### src/verilog/ubl_pkg.sv
// Purpose: constants and types for the baud generator with lin auto-baud
// Assumes: 8-bit register port, one clock, rxd synchronous to clk
// Notes: register offsets are word indices on the plain register port
package ubl_pkg;
  localparam int         UBL_AW         = 3;
  localparam int         UBL_DW         = 8;
  localparam logic [2:0] UBL_OFS_CTRL   = 3'h0;
  localparam logic [2:0] UBL_OFS_RELOAD = 3'h1;
  localparam logic [2:0] UBL_OFS_STEP   = 3'h2;
  localparam logic [2:0] UBL_OFS_STATUS = 3'h3;
  localparam logic [2:0] UBL_OFS_BRKLEN = 3'h4;
  localparam logic [7:0] UBL_CTRL_RST   = 8'h00;
  localparam logic [7:0] UBL_RELOAD_RST = 8'h00;
  localparam logic [7:0] UBL_STEP_RST   = 8'h00;
  localparam int         UBL_STAT_ERR   = 4;
  // 16 ticks per bit times 8 bits of synch byte is 2^7 prescaled counts
  localparam int         UBL_SYNC_SHIFT = 7;
  localparam int         UBL_SYNC_ROUND = 64;
  localparam int         UBL_BRK_BITS   = 13;
  localparam int         UBL_SYNC_FALLS = 4;
  localparam logic [3:0] UBL_OS_LAST    = 4'hF;
  // a low run over 10 bits cannot be a character, so it is a break
  localparam logic [7:0] UBL_FRAME_LOW  = 8'hA0;

  typedef struct packed {
    logic       rsvd;
    logic       run;
    logic       lin_en;
    logic       frac_en;
    logic       rsvd2;
    logic [2:0] presc;
  } ubl_ctrl_t;

  typedef enum logic [2:0] {
    UBL_IDLE  = 3'b000,
    UBL_INIT  = 3'b001,
    UBL_WAIT  = 3'b010,
    UBL_SYNC  = 3'b011,
    UBL_ALIGN = 3'b100,
    UBL_FRAME = 3'b101
  } ubl_state_t;
endpackage

### src/verilog/ubl_baud_lin.sv
// Purpose: baud timer with fractional divider and lin header auto-baud
// Assumes: rxd already synchronous to clk; one clock domain
// Notes: measured reload is written into the reload register itself
//
// The address-and-strobe port and the address map were decided locally.
module ubl_baud_lin
  import ubl_pkg::*;
#(
  parameter int MW = 20
) (
  input  wire logic              clk,
  input  wire logic              rst,
  input  wire logic [UBL_AW-1:0] addr,
  input  wire logic [UBL_DW-1:0] wdata,
  input  wire logic              wr,
  input  wire logic              rd,
  output logic      [UBL_DW-1:0] rdata,
  input  wire logic              rxd,
  output logic                   os_tick,
  output logic                   bit_tick,
  output logic                   lin_synced,
  output logic                   frame_start,
  output logic                   sync_done
);

  function automatic logic hit(input logic [UBL_AW-1:0] a, input logic [UBL_AW-1:0] ofs);
    hit = (a == ofs);
  endfunction

  // register and baud timer state
  ubl_ctrl_t           ctrl_q, ctrl_d;
  logic [7:0]          reload_q, reload_d;
  logic [7:0]          step_q, step_d;
  logic [6:0]          pre_q, pre_d;
  logic [7:0]          tmr_q, tmr_d;
  logic [7:0]          acc_q, acc_d;
  logic [3:0]          osc_q, osc_d;
  logic                os_q, os_d;
  logic                bit_q, bit_d;
  logic [UBL_DW-1:0]   rdata_q, rdata_d;
  logic                err_q, err_d;
  // lin state
  ubl_state_t          st_q, st_d;
  logic                rxd_q;
  logic [MW-1:0]       brk_q, brk_d;
  logic [MW-1:0]       meas_q, meas_d;
  logic [2:0]          falls_q, falls_d;
  logic [7:0]          low_q, low_d;
  logic                synced_q, synced_d;
  logic                fstart_q, fstart_d;
  logic                sdone_q, sdone_d;
  // cross-group terms
  logic [6:0]          pre_lim;
  logic                pre_tick;
  logic [7:0]          eff_rel;
  logic                adopt;
  logic [7:0]          adopt_val;
  logic                lin_err;
  logic                fall;
  logic                rise;
  logic [MW-1:0]       quot;
  logic [MW+3:0]       brk_x8;
  logic [MW+3:0]       brk_need;
  logic [8:0]          acc_sum;

  assign pre_lim  = 7'((8'h01 << ctrl_q.presc) - 8'h01);
  assign pre_tick = (pre_q == pre_lim);
  // a single-clock divide would beat clk/32, so the 1x1 setting runs as 1x2
  assign eff_rel  = (ctrl_q.presc == 3'h0 && reload_q == 8'h00) ? 8'h01 : reload_q;
  assign fall     = rxd_q & ~rxd;
  assign rise     = ~rxd_q & rxd;
  assign acc_sum  = {1'b0, acc_q} + {1'b0, step_q};

  // baud and register group
  always_comb begin
    ctrl_d   = ctrl_q;
    reload_d = reload_q;
    step_d   = step_q;
    pre_d    = pre_q;
    tmr_d    = tmr_q;
    acc_d    = acc_q;
    osc_d    = osc_q;
    os_d     = 1'b0;
    bit_d    = 1'b0;
    err_d    = err_q;
    rdata_d  = '0;
    if (wr) begin
      if (hit(addr, UBL_OFS_CTRL)) begin
        ctrl_d = ubl_ctrl_t'(wdata);
      end else if (hit(addr, UBL_OFS_RELOAD)) begin
        reload_d = wdata;
      end else if (hit(addr, UBL_OFS_STEP)) begin
        step_d = wdata;
      end else if (hit(addr, UBL_OFS_STATUS)) begin
        if (wdata[UBL_STAT_ERR]) begin
          err_d = 1'b0;
        end
      end
    end
    // set beats a clear in the same cycle
    if (lin_err) begin
      err_d = 1'b1;
    end
    if (rd) begin
      if (hit(addr, UBL_OFS_CTRL)) begin
        rdata_d = ctrl_q;
      end else if (hit(addr, UBL_OFS_RELOAD)) begin
        rdata_d = reload_q;
      end else if (hit(addr, UBL_OFS_STEP)) begin
        rdata_d = step_q;
      end else if (hit(addr, UBL_OFS_STATUS)) begin
        rdata_d = {3'h0, err_q, synced_q, st_q};
      end else if (hit(addr, UBL_OFS_BRKLEN)) begin
        rdata_d = brk_q[MW-1 -: 8];
      end
    end
    if (!ctrl_q.run) begin
      pre_d = '0;
      tmr_d = eff_rel;
      acc_d = '0;
      osc_d = '0;
    end else if (pre_tick) begin
      pre_d = '0;
      if (tmr_q == 8'h00) begin
        tmr_d = eff_rel;
        if (ctrl_q.frac_en) begin
          // carry of an 8-bit accumulator passes step of every 256 expiries
          acc_d = acc_sum[7:0];
          os_d  = acc_sum[8];
        end else begin
          os_d = 1'b1;
        end
      end else begin
        tmr_d = tmr_q - 8'h01;
      end
    end else begin
      pre_d = pre_q + 7'h01;
    end
    if (os_d) begin
      osc_d = osc_q + 4'h1;
      bit_d = (osc_q == UBL_OS_LAST);
    end
    // restart the timer phase on the new rate at the synch byte's last falling edge
    if (adopt) begin
      reload_d = adopt_val;
      pre_d    = '0;
      tmr_d    = adopt_val;
      os_d     = 1'b0;
      bit_d    = 1'b0;
      acc_d    = '0;
      osc_d    = '0;
    end
  end

  always_ff @(posedge clk or posedge rst) begin
    if (rst) begin
      ctrl_q   <= ubl_ctrl_t'(UBL_CTRL_RST);
      reload_q <= UBL_RELOAD_RST;
      step_q   <= UBL_STEP_RST;
      pre_q    <= '0;
      tmr_q    <= '0;
      acc_q    <= '0;
      osc_q    <= '0;
      os_q     <= 1'b0;
      bit_q    <= 1'b0;
      err_q    <= 1'b0;
      rdata_q  <= '0;
    end else begin
      ctrl_q   <= ctrl_d;
      reload_q <= reload_d;
      step_q   <= step_d;
      pre_q    <= pre_d;
      tmr_q    <= tmr_d;
      acc_q    <= acc_d;
      osc_q    <= osc_d;
      os_q     <= os_d;
      bit_q    <= bit_d;
      err_q    <= err_d;
      rdata_q  <= rdata_d;
    end
  end

  // measurement in prescaled counts: 8 bits at 16 ticks each is 2^7 per tick step
  assign quot     = (meas_q + (ctrl_q.frac_en ? MW'(UBL_SYNC_ROUND) : '0)) >> UBL_SYNC_SHIFT;
  assign brk_x8   = {1'b0, brk_q, 3'b000};
  assign brk_need = (MW+4)'(UBL_BRK_BITS) * {4'h0, meas_q};

  // lin group
  always_comb begin
    st_d      = st_q;
    brk_d     = brk_q;
    meas_d    = meas_q;
    falls_d   = falls_q;
    low_d     = low_q;
    synced_d  = synced_q;
    fstart_d  = 1'b0;
    sdone_d   = 1'b0;
    adopt     = 1'b0;
    adopt_val = 8'h00;
    lin_err   = 1'b0;
    case (st_q)
      UBL_IDLE: begin
        synced_d = 1'b0;
        if (ctrl_q.lin_en) begin
          st_d = UBL_INIT;
        end
      end
      UBL_INIT: begin
        brk_d    = '0;
        meas_d   = '0;
        falls_d  = '0;
        low_d    = '0;
        synced_d = 1'b0;
        st_d     = UBL_WAIT;
      end
      UBL_WAIT: begin
        if (fall) begin
          brk_d = '0;
        end else if (!rxd && pre_tick && brk_q != '1) begin
          brk_d = brk_q + MW'(1);
        end
        if (rise && brk_q != '0) begin
          st_d     = UBL_SYNC;
          meas_d   = '0;
          falls_d  = '0;
          synced_d = 1'b0;
        end
      end
      UBL_SYNC: begin
        if ((falls_q != 3'h0 || fall) && pre_tick) begin
          meas_d = meas_q + MW'(1);
        end
        if (meas_q == '1) begin
          lin_err = 1'b1;
          st_d    = UBL_WAIT;
          brk_d   = '0;
        end else if (fall) begin
          falls_d = falls_q + 3'h1;
          if (falls_q == 3'(UBL_SYNC_FALLS)) begin
            // the break is judged in units of the measured host bit
            if (brk_x8 < brk_need || quot[MW-1:8] != '0 || quot == '0) begin
              lin_err = 1'b1;
              st_d    = UBL_WAIT;
              brk_d   = '0;
            end else begin
              adopt     = 1'b1;
              adopt_val = quot[7:0] - 8'h01;
              synced_d  = 1'b1;
              sdone_d   = 1'b1;
              st_d      = UBL_ALIGN;
            end
          end
        end
      end
      UBL_ALIGN: begin
        // stop bit rises, the next fall is the identifier's start bit
        if (rxd_q && fall) begin
          fstart_d = 1'b1;
          low_d    = '0;
          brk_d    = '0;
          st_d     = UBL_FRAME;
        end
      end
      UBL_FRAME: begin
        if (fall) begin
          low_d = '0;
          brk_d = '0;
        end else if (!rxd) begin
          if (os_q && low_q != '1) begin
            low_d = low_q + 8'h01;
          end
          if (pre_tick && brk_q != '1) begin
            brk_d = brk_q + MW'(1);
          end
        end
        // a next header whose break runs over 10 bits at the current rate forces a fresh measurement
        if (rise && low_q > UBL_FRAME_LOW) begin
          st_d     = UBL_SYNC;
          meas_d   = '0;
          falls_d  = '0;
          synced_d = 1'b0;
        end
      end
      default: begin
        st_d = UBL_IDLE;
      end
    endcase
    if (!ctrl_q.lin_en) begin
      st_d     = UBL_IDLE;
      synced_d = 1'b0;
      adopt    = 1'b0;
      lin_err  = 1'b0;
    end
  end

  always_ff @(posedge clk or posedge rst) begin
    if (rst) begin
      st_q     <= UBL_IDLE;
      rxd_q    <= 1'b1;
      brk_q    <= '0;
      meas_q   <= '0;
      falls_q  <= '0;
      low_q    <= '0;
      synced_q <= 1'b0;
      fstart_q <= 1'b0;
      sdone_q  <= 1'b0;
    end else begin
      st_q     <= st_d;
      rxd_q    <= rxd;
      brk_q    <= brk_d;
      meas_q   <= meas_d;
      falls_q  <= falls_d;
      low_q    <= low_d;
      synced_q <= synced_d;
      fstart_q <= fstart_d;
      sdone_q  <= sdone_d;
    end
  end

  assign rdata       = rdata_q;
  assign os_tick     = os_q;
  assign bit_tick    = bit_q;
  assign lin_synced  = synced_q;
  assign frame_start = fstart_q;
  assign sync_done   = sdone_q;

endmodule

### config.mk
export PLATFORM = sky130hd
export DESIGN_NAME = ubl_baud_lin
export DESIGN_NICKNAME = d
export VERILOG_FILES = /design/src/verilog/ubl_pkg.sv /design/src/verilog/ubl_baud_lin.sv
export SDC_FILE = /design/constraint.sdc
export NUM_CORES = 1
export LEC_CHECK = 0
export BUFFER_PORTS_ARGS = -buffer_cell sky130_fd_sc_hd__buf_2
export CORE_ASPECT_RATIO = 1.25
export CORE_MARGIN = 2
export CORE_UTILIZATION = 50
export DETAILED_ROUTE_END_ITERATION = 7
export PLACE_DENSITY = 0.63
export SLEW_MARGIN = 0
export SYNTH_ARGS = -nofsm -noshare
export SYNTH_HDL_FRONTEND = slang
export SYNTH_SLANG_ARGS = --single-unit
### constraint.sdc
create_clock -name clk -period 9.9 [get_ports clk]
set_clock_uncertainty 0.15 [all_clocks]
set_input_delay 1.98 -clock clk [delete_from_list [all_inputs] [get_ports clk]]
set_output_delay 1.98 -clock clk [all_outputs]
set_load 0.05 [all_outputs]
==> After elaboration in Yosys (flattened, before gate mapping) <==
Index checks and enable logic that the tools add are counted.
{ "word_totals": {"ff_bits": 120, "latch_bits": 0, "ramBits": 0, "rom_bits": 0, "input_bits": 16, "elab_cells": 236, "mem_count": 0} }
{ "classes": {"n_addsub": 11, "mul": 1, "n_div": 0, "magnitude_cmp": 2, "eq_ne": 46, "n_shift": 1, "n_mux": 102, "bitwise_logic": 6, "n_reduce_logical": 42} }
{ "ops": {"columns": ["operator", "n"], "rows": [
  ["20-bit 2-to-1 mux", 13],
  ["8-bit 2-to-1 mux", 29],
  ["20-bit case mux with 5 select lines", 1],
  ["20-bit case mux with 4 select lines", 1],
  ["3-bit != test, second input constant", 14],
  ["20-bit by 1-bit adder with 20-bit output, second input constant", 2],
  ["3-bit 2-to-1 mux", 12],
  ["1-bit 2-to-1 mux", 35],
  ["7-bit 2-to-1 mux", 4],
  ["23-bit by 24-bit < comparator with 1-bit output", 1],
  ["4-bit by 20-bit multiplier with 24-bit output, first input constant", 1],
  ["8-bit case mux with 3 select lines", 1],
  ["20-bit by 7-bit adder with 20-bit output", 1],
  ["20-bit equality test, second input constant", 1],
  ["20-bit logical NOT", 1],
  ["2-bit != test, second input constant", 10],
  ["20-bit != test, second input constant", 1],
  ["20-bit nonzero test", 1],
  ["3-bit case mux with 6 select lines", 1],
  ["8-bit logical NOT", 2],
  ["8-bit by 1-bit subtractor with 8-bit output, second input constant", 2],
  ["3-bit by 2-bit equality test with 1-bit output, second input constant", 4],
  ["3-bit equality test, second input constant", 4],
  ["4-bit 2-to-1 mux", 3],
  ["other kinds (37)", 66]
]} }

==> Depth between registers and ports, before layout <==
Gate-level depths: netlist of the first run.
{ "depth": {"word_depth": 13, "depth_mapped": 24} }

==> Least setup slack after synthesis of the first run <==
Ideal clock, no wire load.
{ "synth_path": {"kind": "reg-to-reg", "start": "reg meas_q[10]", "end": "reg brk_q[18]", "setup_ns": 0.126, "arrival_time_ns": 4.808, "t_required_ns": 9.624, "path_slack_ns": 4.816, "path_stages_with_launch": 25, "n_path_buf": 2, "period_less_slack_ns": 5.084, "cell_sequence": "dfrtp_1 -> ha_1 -> clkbuf_1 -> inv_1 -> fa_1 -> inv_1 -> ha_1 -> o21ai_0 -> or4_4 -> a21oi_4 -> o21ai_0 -> nand2_1 -> a21o_1 -> a21oi_1 -> xor2_1 -> ha_1 -> and2_0 -> and4_1 -> a221o_1 -> a21oi_1 -> o21ai_0 -> nand3_2 -> o311ai_4 -> buf_6 -> a221o_1"} }
{ "synth_via": {"elab_chain_len": 6, "elab_cells_between_ends": 14, "classes_between": "1 x add/sub; 1 x mul; 1 x order compare; 4 x eq/ne; 2 x mux; 5 x reduce/logical"} }
{ "synth_lines": {"columns": ["element", "line", "text"], "rows": [
  ["from (decl)", "ubl_baud_lin.sv:46", "logic [MW-1:0] meas_q, meas_d;"],
  ["from (signal assigned)", "ubl_baud_lin.sv:311", "meas_q <= meas_d;"],
  ["4-bit by 20-bit multiplier with 24-bit output / 20-bit by 7-bit adder with 20-bit output (equally long branches)", "ubl_baud_lin.sv:186, ubl_baud_lin.sv:184", null],
  ["23-bit by 24-bit < comparator with 1-bit output / 12-bit nonzero test (equally long branches)", "ubl_baud_lin.sv:241", "if (brk_x8 < brk_need || quot[MW-1:8] != '0 || quot == '0) begin"],
  ["1-bit logical OR (2 in a row)", "ubl_baud_lin.sv:241", null],
  ["3-bit != test (no line)", null, null],
  ["8-bit AND reduction (no line)", null, null],
  ["to (signal assigned)", "ubl_baud_lin.sv:310", "brk_q <= brk_d;"],
  ["to (decl)", "ubl_baud_lin.sv:45", "logic [MW-1:0] brk_q, brk_d;"]
]} }
Parallel ways exist; a longest one is shown, timed or not.
A chain may end at the register's enable or synchronous reset.

==> Final worst setup path of the first run <==
{ "layout_path": {"start": "reg meas_q[8]", "end": "reg brk_q[18]"} }
The elaborated chain is that of the path after synthesis.

==> metrics.yaml, run 1 <==
synth:
  synth.cell_area_um2: 9480
  synth_cell_types: 85
  synthTopCellsByArea: "dfrtp_1 31%, ha_1 12%, nor2_1 4.2%"
  synth_enable_flop_cells: 0
  synthArstFlopShare_pct: 100
  synth_top_cell_area_share_pct: 31.4
  ys_ff_latch: 120
  ys_seq_area_share_pct: 31.7
  yosysTopAreaCell: "dfrtp_1"
  syn-instance-count: 1060
  syn_avg_cell_area_um2: 8.94
  yosysWarningCount: 0
  synthTopCellsByCount: "119 x dfrtp_1, 106 x nor2_1, 97 x nand2_1, 91 x ha_1, 68 x inv_1"
  syn_nets: 1184
  synth_ff_type: "dfrtp_1"
  synth_most_common_cell: "dfrtp_1"
routing:
  initialDrtViolationCount: 439
  top_layer: "met5"
  routedWlPerCell_um: 18.2
  vias_per_cell: 5.95
  routed_wl_mm: 24.1
  wl_met2_mm: 12.3
  route.detailed.drc: 0
  met1_length_mm: 10.5
  antenna_left: 0
  vias: 7864
  met3_length_um: 794
  firstDrtPassIters: 5
floorplanning:
  rows: 56
  coreArea_um2: 18700
  die_area_um2: 20100
  pin_count: 29
  floorplan.initialDensity_pct: 50.6
  die_h_um: 158
  die_w_um: 127
setup_path:
  r2r_setup_slack_ns: 4.20
  arrival_ns: 5.91
  required_ns: 10.11
  cp_cell_sequence: "ha_1, inv_1, fa_1, inv_1, ha_1, nand2_2, or4_4, a21oi_4, o21ai_0, nand2_1, a21o_1, a21oi_1, xor2_1, ha_1, and2_0, and4_1, nand2_1, o21ai_0, nand3_2, o311ai_4, a221o_1"
  cpPeakStageDelay_ns: 0.79
  end_kind: "flop"
  cp_max_fo: 20
  crit_type: "reg2reg"
  critPathSlowestCell: "o311ai_4"
  ff2ff_path_depth: 21
  crit_top_cell: "ha_1"
  start_kind: "flop"
outcome:
  status: "completed"
timing:
  max_freq_mhz: 175
  worst_pin_slew_ns: 1.10
  relSlewSlack_pct: 26.1
  tns_ns: 0
  rsz0062_at_grt: "false"
  period_share_pct: 57.6
  finalSetupViolCount: 0
  report.final.slew_viol_count: 0
  finalHoldViolCount: 0
  min_period_ns: 5.70
pwr:
  p_total_w: 0.00172
  internal-power_w: 0.00109
  p_clk_share_pct: 37.3
  seq_power_share_pct: 36.2
  power.density_nw_per_um2: 166
  pwr-share-comb_pct: 26.5
  p_switching_w: 0.000629
  netSwitchingFraction_pct: 36.6
  ir_drop_v: 0.000123
  p_leak_nw: 4.82
cts:
  cts_tree: "done"
  cts-root-buf: "clkbuf_16"
  cts_resized: 0
  ctsLongestPathBuffers: 2
  postCtsSetupBuffers: 0
  clk_pin_slew_ns: 0.06
  cts_buffers: 17
  clock_latency_ns: 0.44
  ctsHoldBuffers: 0
  h-tree-depth: 4
  cts_num_sinks: 120
final_layout:
  area_growth_syn_to_layout_pct: 9.32
  fillers: 1715
  nNetsFinal: 1201
  antenna_cells: 0
  drive_gt1_share_pct: 10.6
  fin_area_um2: 10400
place:
  hpwlAfterDp_mm: 18.0
  dpl_cell_area_um2: 9760
  port_buffers: 28
  place.gp.congestion: 0.858
run:
  cap_violations: 0
global_routing:
  grt_pass1_wl_mm: 39.6
  antenna_found_initial: 1
  grt_pass1_vias: 7832
  grt_usage_pct: 24.9
  grt_max_degree: 79
  grt.overflow.total: 0
hold_path:
  hp-class: "reg2reg"
  hold_depth: 1
cells in the final DEF, fill, tap and decap left out, types with 6 or more instances in the layout:
master and n:
fa_1 17, buf_2 28, mux2i_1 26, and3_1 19, a21oi_1 62, ha_1 91
nand4_1 13, clkbuf_16 17, and2_1 6, a21o_1 14, dfrtp_1 119, xor2_1 24
o41ai_1 7, mux2_2 17, nor3_1 25, o21bai_1 6, a31oi_1 13, nand2_1 97
nor4_1 9, xnor2_1 33, o21ai_0 67, nand3_1 33, o22a_1 12, inv_1 67
nand2b_1 13, o31ai_1 10, nor2_1 106, nor2b_1 10
sequential cells by signal (all words and copies together) (netlist names), 3 cells and up:
name	count
rdata	8
low_q	8
reload_q	8
pre_q	7
ctrl_q	8
step_q	8
osc_q	4
meas_q	20
acc_q	8
tmr_q	8
st_q	3
brk_q	20
falls_q	3
final timing paths:
| check | from | endpoint |
|---|---|---|
| worst max-delay path | meas_q[8] | brk_q[18] |
| worst min-delay path | ctrl_q[3] | ctrl_q[3] |
| worst max register to register | meas_q[8] | brk_q[18] |
| worst min register to register | ctrl_q[3] | ctrl_q[3] |
| max in group asynchronous | rst | meas_q[19] |
| min in group asynchronous | rst | low_q[2] |
cell families (layout without fill, tap and decap cells):
group	Yosys count	after routing	synth area share, %
simple gates	365	365	18.6
xor+xnor	57	57	5.27
flops	120	120	31.7
buf+inv	105	135	4.73
compound gates	258	258	18.4
fa+ha+maj	108	108	15.6
mux	47	47	5.72
stage by stage:
| step | std cells | util [%] | setup slack, ns | hold slack (ns) |
|---|---|---|---|---|
| final | 1322 | 55.4 | 4.20 | 0.364 |
| after CTS | 1322 | 55.4 | 4.20 | 0.362 |
| after floorplan | 1060 | - | 4.59 | 0.302 |
| after global routing | 1322 | 55.4 | 3.79 | 0.387 |
| after global placement | 1290 | 52.2 | 4.35 | 0.345 |
| after detailed placement | 1290 | 52.2 | 4.22 | 0.353 |
power groups by stage:
stage	Sequential, W	Combinational [W]	Clock, W
5_1_grt	0.000629	0.000504	0.000671
6_report	0.000623	0.000455	0.000641
4_1_cts	0.000621	0.000457	0.000652
3_3_place_gp	0.000628	0.000448	0
3_5_place_dp	0.000629	0.000454	0
2_1_floorplan	0.000598	0.000372	0
worst max-delay path: cells and delay by family, from the launching register on:
family | cells | cell delay (ns)
AOI/OAI and AO/OA | 7 | 1.86
adders and majority gates | 4 | 1.47
and+or+nand+nor | 7 | 1.31
DFF | 1 | 0.52
buffers and inverters | 2 | 0.15
xor gates and xnor gates | 1 | 0.15
layout make-up:
type / count / area (um^2) / share of cell area [%]
Inverter: 71 / 269 / 2.60
Clock buffer: 18 / 439 / 4.24
Tap cell: 232 / 290 / 2.80
Timing Repair Buffer: 32 / 170 / 1.64
Sequential cell: 120 / 3000 / 29.0
Clock inverter: 14 / 163 / 1.57
Multi-Input combinational cell: 835 / 6020 / 58.1
routing by layer:
metal,vias up,GRT usage [%]
met2,172,45.2
li1,3846,-
met5,-,0
met4,2,8.58
met1,3803,30.0
met3,41,4.12
Note: power is estimated with default switching activity, not from simulation.
==> inputs of run 2 (changes only) <==
--- a/config.mk
+++ b/config.mk
@@ -10,7 +10,7 @@
 export CORE_MARGIN = 2
 export CORE_UTILIZATION = 50
 export DETAILED_ROUTE_END_ITERATION = 7
-export PLACE_DENSITY = 0.63
+export PLACE_DENSITY = 0.66
 export SLEW_MARGIN = 0
 export SYNTH_ARGS = -nofsm -noshare
 export SYNTH_HDL_FRONTEND = slang
==> constraint.sdc (replaced) <==
create_clock -name clk -period 4.7 [get_ports clk]
set_clock_uncertainty 0.15 [all_clocks]
set_input_delay 0.94 -clock clk [delete_from_list [all_inputs] [get_ports clk]]
set_output_delay 0.94 -clock clk [all_outputs]
set_load 0.05 [all_outputs]
==> metrics.yaml, run 2 (synthesis results as in run 1) <==
setup_path:
  end_kind: "flop"  # unchanged
  required_ns: 4.86  # was 10.11 ns
  cp_cell_sequence: "buf_6, ha_4, fa_1, ha_4, nor2_2, or4_4, a21oi_4, o21ai_1, nand2_1, a21o_1, a21oi_2, xor2_1, ha_1, and2_4, and4_1, a221o_1, a21oi_2, o21ai_2, nand3_2, o311ai_4, buf_12, a221o_1"  # was ha_1, inv_1, fa_1, inv_1, ha_1, nand2_2, or4_4, a21oi_4, o21ai_0, nand2_1, a21o_1, a21oi_1, xor2_1, ha_1, and2_0, and4_1, nand2_1, o21ai_0, nand3_2, o311ai_4, a221o_1
  cp.buffers_inverters: 2  # unchanged
  start_kind: "flop"  # unchanged
  crit_type: "reg2reg"  # unchanged
  cp_max_fo: 7  # was 20
  critPathSlowestCell: "or4_4"  # was o311ai_4
  arrival_ns: 5.07  # was 5.91 ns
  crit_family: "compound AO/OA/AOI/OAI gates"  # unchanged
  cpPeakStageDelay_ns: 0.53  # was 0.79 ns
routing:
  antenna_left: 0  # unchanged
  initialDrtViolationCount: 676  # was 439
  route.detailed.drc: 0  # unchanged
  routedWlPerCell_um: 18.0  # was 18.2 um
  firstDrtPassIters: 5  # unchanged
  vias: 8475  # was 7864
  routed_wl_mm: 26.0  # was 24.1 mm
  vias_per_cell: 5.87  # was 5.95
global_routing:
  grt_pass1_vias: 8418  # was 7832
  grt_usage_pct: 26.5  # was 24.9%
  grt_max_degree: 121  # was 79
  grt_pass1_wl_mm: 42.2  # was 39.6 mm
  antenna_found_initial: 1  # unchanged
  grt.overflow.total: 0  # unchanged
final_layout:
  antenna_cells: 0  # unchanged
  fillers: 1542  # was 1715
  area_growth_syn_to_layout_pct: 26.2  # was 9.32%
  top_regs: "brk_q: 20 flops, meas_q: 20 flops"  # unchanged
  layout_commonest_cell: "buf_4"  # was dfrtp_1
  layout_common_cells: "112 x buf_4, 110 x dfrtp_1, 93 x nand2_1"  # was 119 x dfrtp_1, 106 x nor2_1, 97 x nand2_1
  drive_gt1_share_pct: 26.3  # was 10.6%
  utilization_pct: 63.9  # was 55.4%
  nNetsFinal: 1324  # was 1201
pwr:
  power.density_nw_per_um2: 317  # was 166 nW/um^2
  ir_drop_v: 0.000294  # was 0.000123 V
  p_total_w: 0.00379  # was 0.00172 W
  p_leak_nw: 5.49  # was 4.82 nW
timing:
  report.final.slew_viol_count: 0  # unchanged
  max_freq_mhz: 204  # was 175 MHz
  relSlewSlack_pct: 28.2  # was 26.1%
  rsz0062_at_grt: "true"  # was false
  finalHoldViolCount: 0  # unchanged
  finalSetupViolCount: 62  # was 0
  period_share_pct: 104  # was 57.6%
  tns_ns: -6.70  # was 0 ns
  fin_ws_ns: -0.207  # was 4.20 ns
  worst_pin_slew_ns: 1.08  # was 1.10 ns
  min_period_ns: 4.91  # was 5.70 ns
cts:
  ctsHoldBuffers: 0  # unchanged
  cts-root-buf: "clkbuf_16"  # unchanged
  ctsLongestPathBuffers: 2  # unchanged
  cts_num_sinks: 120  # unchanged
  clk_pin_slew_ns: 0.06  # about the same
  clock_latency_ns: 0.43  # was 0.44 ns
  cts_buffers: 17  # unchanged
  cts_tree: "done"  # unchanged
  h-tree-depth: 4  # unchanged
floorplanning:
  rows: 56  # unchanged
  floorplan.initialDensity_pct: 50.6  # unchanged
  coreArea_um2: 18700  # unchanged
  pin_count: 29  # unchanged
  die_area_um2: 20100  # unchanged
  die_h_um: 158  # unchanged
  die_w_um: 127  # unchanged
hold_path:
  hp-class: "reg2reg"  # unchanged
outcome:
  status: "finished, violations left"  # was completed
  failed_checks: "negative setup slack"
place:
  dp_slack_ns: -0.251  # was 4.22 ns
  place.gp.congestion: 0.859  # was 0.858
  port_buffers: 28  # unchanged
  hpwlAfterDp_mm: 18.6  # was 18.0 mm
run:
  cap_violations: 0  # unchanged
[run 2: changes by cell type in the layout (fill, tap and decap cells not counted), sizes merged]
| cell | change |
|---|---|
| inv | -3 |
| clkinv | +5 |
| buf | +123 |
| clkinvlp | -2 |
[run 2: what timing repair did]
item,4_1_cts,5_1_grt
setup endpoints to repair,59,62
hold endpoints to repair,0,0
resized for setup,47,71
buffers inserted,25,7
pin swaps,38,21
gates cloned,1,0
[run 2: worst reg2reg max path, cell delays in order (launching register included)]
cell and delay (ns):
dfrtp_1 0.41, buf_6 0.13, ha_4 0.23, fa_1 0.52, ha_4 0.29, nor2_2 0.03, or4_4 0.53, a21oi_4 0.14
o21ai_1 0.07, nand2_1 0.09, a21o_1 0.13, a21oi_2 0.07, xor2_1 0.15, ha_1 0.27, and2_4 0.14, and4_1 0.20
a221o_1 0.32, a21oi_2 0.13, o21ai_2 0.09, nand3_2 0.10, o311ai_4 0.12, buf_12 0.16, a221o_1 0.32
[run 2: stage by stage]
step           hold WS, ns  instances  instance area (um^2)
2_1_floorplan        0.302       1060                  9610
3_3_place_gp         0.348       1382                 10600
3_5_place_dp         0.346       1382                 10600
4_1_cts              0.359       1439                 11600
5_1_grt              0.375       1445                 12000
6_report             0.362       1445                 12000
[run 2: worst paths after layout]
check / start / to / slack [ns] / cells after the start
max in group asynchronous: rst / acc_q[0] / 3.36 / 3
max reg2reg: meas_q[7] / brk_q[19] / -0.21 / 22
min in group asynchronous: rst / low_q[2] / 0.52 / 3
min reg2reg: ctrl_q[3] / ctrl_q[3] / 0.36 / 1
min: ctrl_q[3] / ctrl_q[3] / 0.36 / 1
max: meas_q[7] / brk_q[19] / -0.21 / 22
[run 2: area by class of cell]
cell class | instances | area (um^2) | area share (%)
repair buffers | 155 | 1240 | 10.4
clock buffers | 18 | 429 | 3.59
flip-flops and latches | 120 | 3020 | 25.2
well taps | 232 | 290 | 2.43
inverters | 71 | 269 | 2.25
clock inverters | 14 | 149 | 1.24
multi-input cells | 835 | 6570 | 54.9
[run 2: per-layer routing]
metal | GRT usage [%] | vias to the layer above | routed length (um) | share of wire, %
met5 | 0 | - | 0 | 0
met4 | 11.4 | 0 | 887 | 3.4
met3 | 4.02 | 63 | 1150 | 4.4
met2 | 48.0 | 237 | 13300 | 51
met1 | 31.1 | 4097 | 10700 | 41
li1 | - | 4078 | - | -
[run 2: power breakdown]
group          internal, W  switching, W  total, W
Sequential         0.00114      0.000172   0.00131
Combinational     0.000479      0.000684   0.00116
Clock             0.000784      0.000532   0.00132
==> inputs of run 3 (changes only) <==
--- a/config.mk
+++ b/config.mk
@@ -9,8 +9,9 @@
 export CORE_ASPECT_RATIO = 1.25
 export CORE_MARGIN = 2
 export CORE_UTILIZATION = 50
+export CTS_BUF_LIST = sky130_fd_sc_hd__clkbuf_16
 export DETAILED_ROUTE_END_ITERATION = 7
-export PLACE_DENSITY = 0.66
+export PLACE_DENSITY = 0.63
 export SLEW_MARGIN = 0
 export SYNTH_ARGS = -nofsm -noshare
 export SYNTH_HDL_FRONTEND = slang
==> constraint.sdc (replaced) <==
create_clock -name clk -period 6.2 [get_ports clk]
set_clock_uncertainty 0.15 [all_clocks]
set_input_delay 1.24 -clock clk [delete_from_list [all_inputs] [get_ports clk]]
set_output_delay 1.24 -clock clk [all_outputs]
set_load 0.05 [all_outputs]
==> metrics.yaml, run 3 (synthesis results as in run 1) <==
timing:
  report.final.slew_viol_count: 0  # unchanged
  relSlewSlack_pct: 26.9  # was 28.2%
  worst_pin_slew_ns: 1.09  # was 1.08 ns
  period_share_pct: 90.0  # was 104%
  tns_ns: 0  # was -6.70 ns
  fin_hold_ws_ns: 0.368  # was 0.362 ns
  finalSetupViolCount: 0  # was 62
  max_freq_mhz: 179  # was 204 MHz
  min_period_ns: 5.58  # was 4.91 ns
  finalHoldViolCount: 0  # unchanged
  rsz0062_at_grt: "false"  # was true
  fin_ws_ns: 0.617  # was -0.207 ns
routing:
  routedWlPerCell_um: 18.2  # was 18.0 um
  vias: 7972  # was 8475
  routed_wl_mm: 24.0  # was 26.0 mm
  firstDrtPassIters: 5  # unchanged
  vias_per_cell: 6.03  # was 5.87
  initialDrtViolationCount: 589  # was 676
  antenna_left: 0  # unchanged
  route.detailed.drc: 0  # unchanged
setup_path:
  r2r_setup_slack_ns: 0.62  # was -0.21 ns
  arrival_ns: 5.73  # was 5.07 ns
  required_ns: 6.35  # was 4.86 ns
  end_kind: "flop"  # unchanged
  cp.buffers_inverters: 3  # was 2
  crit_type: "reg2reg"  # unchanged
  critPathCapture: "brk_q[18]"  # was brk_q[19]
  cp_cell_sequence: "ha_1, inv_1, fa_1, inv_1, ha_1, nand2_2, or4_4, a21oi_4, o21ai_0, nand2_1, a21o_1, a21oi_1, xor2_1, ha_1, and2_0, and4_1, a221o_1, a21oi_1, o21ai_0, nand3_2, o311ai_4, buf_4, a221o_1"  # was buf_6, ha_4, fa_1, ha_4, nor2_2, or4_4, a21oi_4, o21ai_1, nand2_1, a21o_1, a21oi_2, xor2_1, ha_1, and2_4, and4_1, a221o_1, a21oi_2, o21ai_2, nand3_2, o311ai_4, buf_12, a221o_1
  start_kind: "flop"  # unchanged
  r2r-start: "meas_q[8]"  # was meas_q[7]
  critPathSlowestCell: "or4_4"  # unchanged
  crit_family: "compound AO/OA/AOI/OAI gates"  # unchanged
  startpoint: "meas_q[8]"  # was meas_q[7]
  cp_max_fo: 20  # was 7
  path_depth: 23  # was 22
  crit_top_cell: "ha_1"
  reg2reg_to: "brk_q[18]"  # was brk_q[19]
  ff2ff_path_depth: 23  # was 22
  cpPeakStageDelay_ns: 0.55  # was 0.53 ns
cts:
  h-tree-depth: 4  # unchanged
  cts-root-buf: "clkbuf_16"  # unchanged
  cts_tree: "done"  # unchanged
  postCtsSetupBuffers: 0  # was 25
  clk_pin_slew_ns: 0.06  # about the same
  cts_num_sinks: 120  # unchanged
  cts_buffers: 17  # unchanged
  ctsHoldBuffers: 0  # unchanged
  clock_latency_ns: 0.43  # about the same
  cts_resized: 0  # was 47
  ctsLongestPathBuffers: 2  # unchanged
pwr:
  p_switching_w: 0.000979  # was 0.00139 W
  pwr-share-comb_pct: 26.7  # was 30.6%
  netSwitchingFraction_pct: 35.6  # was 36.6%
  ir_drop_v: 0.000175  # was 0.000294 V
  internal-power_w: 0.00177  # was 0.00240 W
  p_leak_nw: 4.83  # was 5.49 nW
  p_clk_share_pct: 37.2  # was 34.7%
  p_total_w: 0.00275  # was 0.00379 W
  seq_power_share_pct: 36.1  # was 34.7%
  power.density_nw_per_um2: 265  # was 317 nW/um^2
final_layout:
  top_regs: "brk_q: 20 flops, meas_q: 20 flops"  # unchanged
  layout_common_cells: "119 x dfrtp_1, 106 x nor2_1, 97 x nand2_1"  # was 112 x buf_4, 110 x dfrtp_1, 93 x nand2_1
  nNetsFinal: 1202  # was 1324
  area_growth_syn_to_layout_pct: 9.38  # was 26.2%
  utilization_pct: 55.4  # was 63.9%
  drive_gt1_share_pct: 10.6  # was 26.3%
  layout_commonest_cell: "dfrtp_1"  # was buf_4
  antenna_cells: 0  # unchanged
  fillers: 1704  # was 1542
  multi_input_area_um2: 6020  # was 6570 um^2
  regArea_um2: 3000  # was 3020 um^2
floorplanning:
  die_w_um: 127  # unchanged
  floorplan.initialDensity_pct: 50.6  # unchanged
  die_area_um2: 20100  # unchanged
  die_h_um: 158  # unchanged
  rows: 56  # unchanged
  coreArea_um2: 18700  # unchanged
  pin_count: 29  # unchanged
global_routing:
  grt_max_degree: 85  # was 121
  grt.overflow.total: 0  # unchanged
  grt_usage_pct: 25.3  # was 26.5%
  grt_pass1_wl_mm: 40.4  # was 42.2 mm
  antenna_found_initial: 0  # was 1
  grt_pass1_vias: 7836  # was 8418
outcome:
  status: "completed"  # was finished, violations left
place:
  port_buffers: 28  # unchanged
  dp_slack_ns: 0.627  # was -0.251 ns
  hpwlAfterDp_mm: 18.1  # was 18.6 mm
  place.gp.congestion: 0.897  # was 0.859
run:
  cap_violations: 0  # unchanged
hold_path:
  hp-class: "reg2reg"  # unchanged
-- run 3: cell types whose count changed in the layout (fill, tap and decap cells not counted), moves of 8 or more --
| cell | change |
|---|---|
| buf_4 | -107 |
| dfrtp_2 | -9 |
| ha_1 | +15 |
| a21oi_2 | -9 |
| buf_12 | -8 |
| o21ai_0 | +8 |
| a21oi_1 | +10 |
| dfrtp_1 | +9 |
| nor2_4 | -22 |
| ha_4 | -14 |
| nor2_1 | +27 |
-- run 3: power by group through the flow --
stage	registers, W	clock network [W]	logic (W)
3_3_place_gp	0.00100	0	0.000721
2_1_floorplan	0.000954	0	0.000594
3_5_place_dp	0.00100	0	0.000729
5_1_grt	0.00100	0.00108	0.000815
4_1_cts	0.000989	0.00104	0.000734
6_report	0.000991	0.00102	0.000732
-- run 3: metal layers --
layer  vias up  GRT usage (%)  part of all wire (%)
met3        31           3.35                   3.5
li1       3834              -                     -
met2       175           45.9                    51
met5         -              0                     0
met1      3932           31.8                    44
met4         0           6.80                   2.0
-- run 3: layout make-up --
| class | count | share of cell area (%) |
|---|---|---|
| timing repair buffer | 33 | 1.71 |
| multi-input combinational | 835 | 58.1 |
| inverter | 71 | 2.60 |
| clock buffer | 17 | 4.10 |
| tap | 232 | 2.80 |
| sequential | 120 | 29.0 |
| clock inverter | 14 | 1.68 |
-- run 3: worst reg2reg max path, stage by stage (launching register included) --
cell	delay, ns
dfrtp_1	0.51
ha_1	0.35
inv_1	0.11
fa_1	0.51
inv_1	0.04
ha_1	0.35
nand2_2	0.09
or4_4	0.55
a21oi_4	0.17
o21ai_0	0.12
nand2_1	0.13
a21o_1	0.12
a21oi_1	0.07
xor2_1	0.17
ha_1	0.27
and2_0	0.15
and4_1	0.22
a221o_1	0.29
a21oi_1	0.11
o21ai_0	0.17
nand3_2	0.13
o311ai_4	0.10
buf_4	0.23
a221o_1	0.36
-- run 3: per-stage QoR --
step	instances	instance area, um^2
floorplan	1060	9480
global placement	1291	9760
detailed placement	1291	9760
CTS	1322	10400
global route	1322	10400
finish	1322	10400
-- run 3: how the worst min path moves through the flow --
stage	end	cells after the start	start	slack (ns)
after global routing	ctrl_q[3]	1	ctrl_q[3]	0.38
final	ctrl_q[3]	1	ctrl_q[3]	0.37
after floorplan	err_q	2	err_q	0.30
after global placement	acc_q[3]	2	acc_q[3]	0.35
after detailed placement	ctrl_q[3]	1	ctrl_q[3]	0.36
after CTS	ctrl_q[3]	1	ctrl_q[3]	0.37
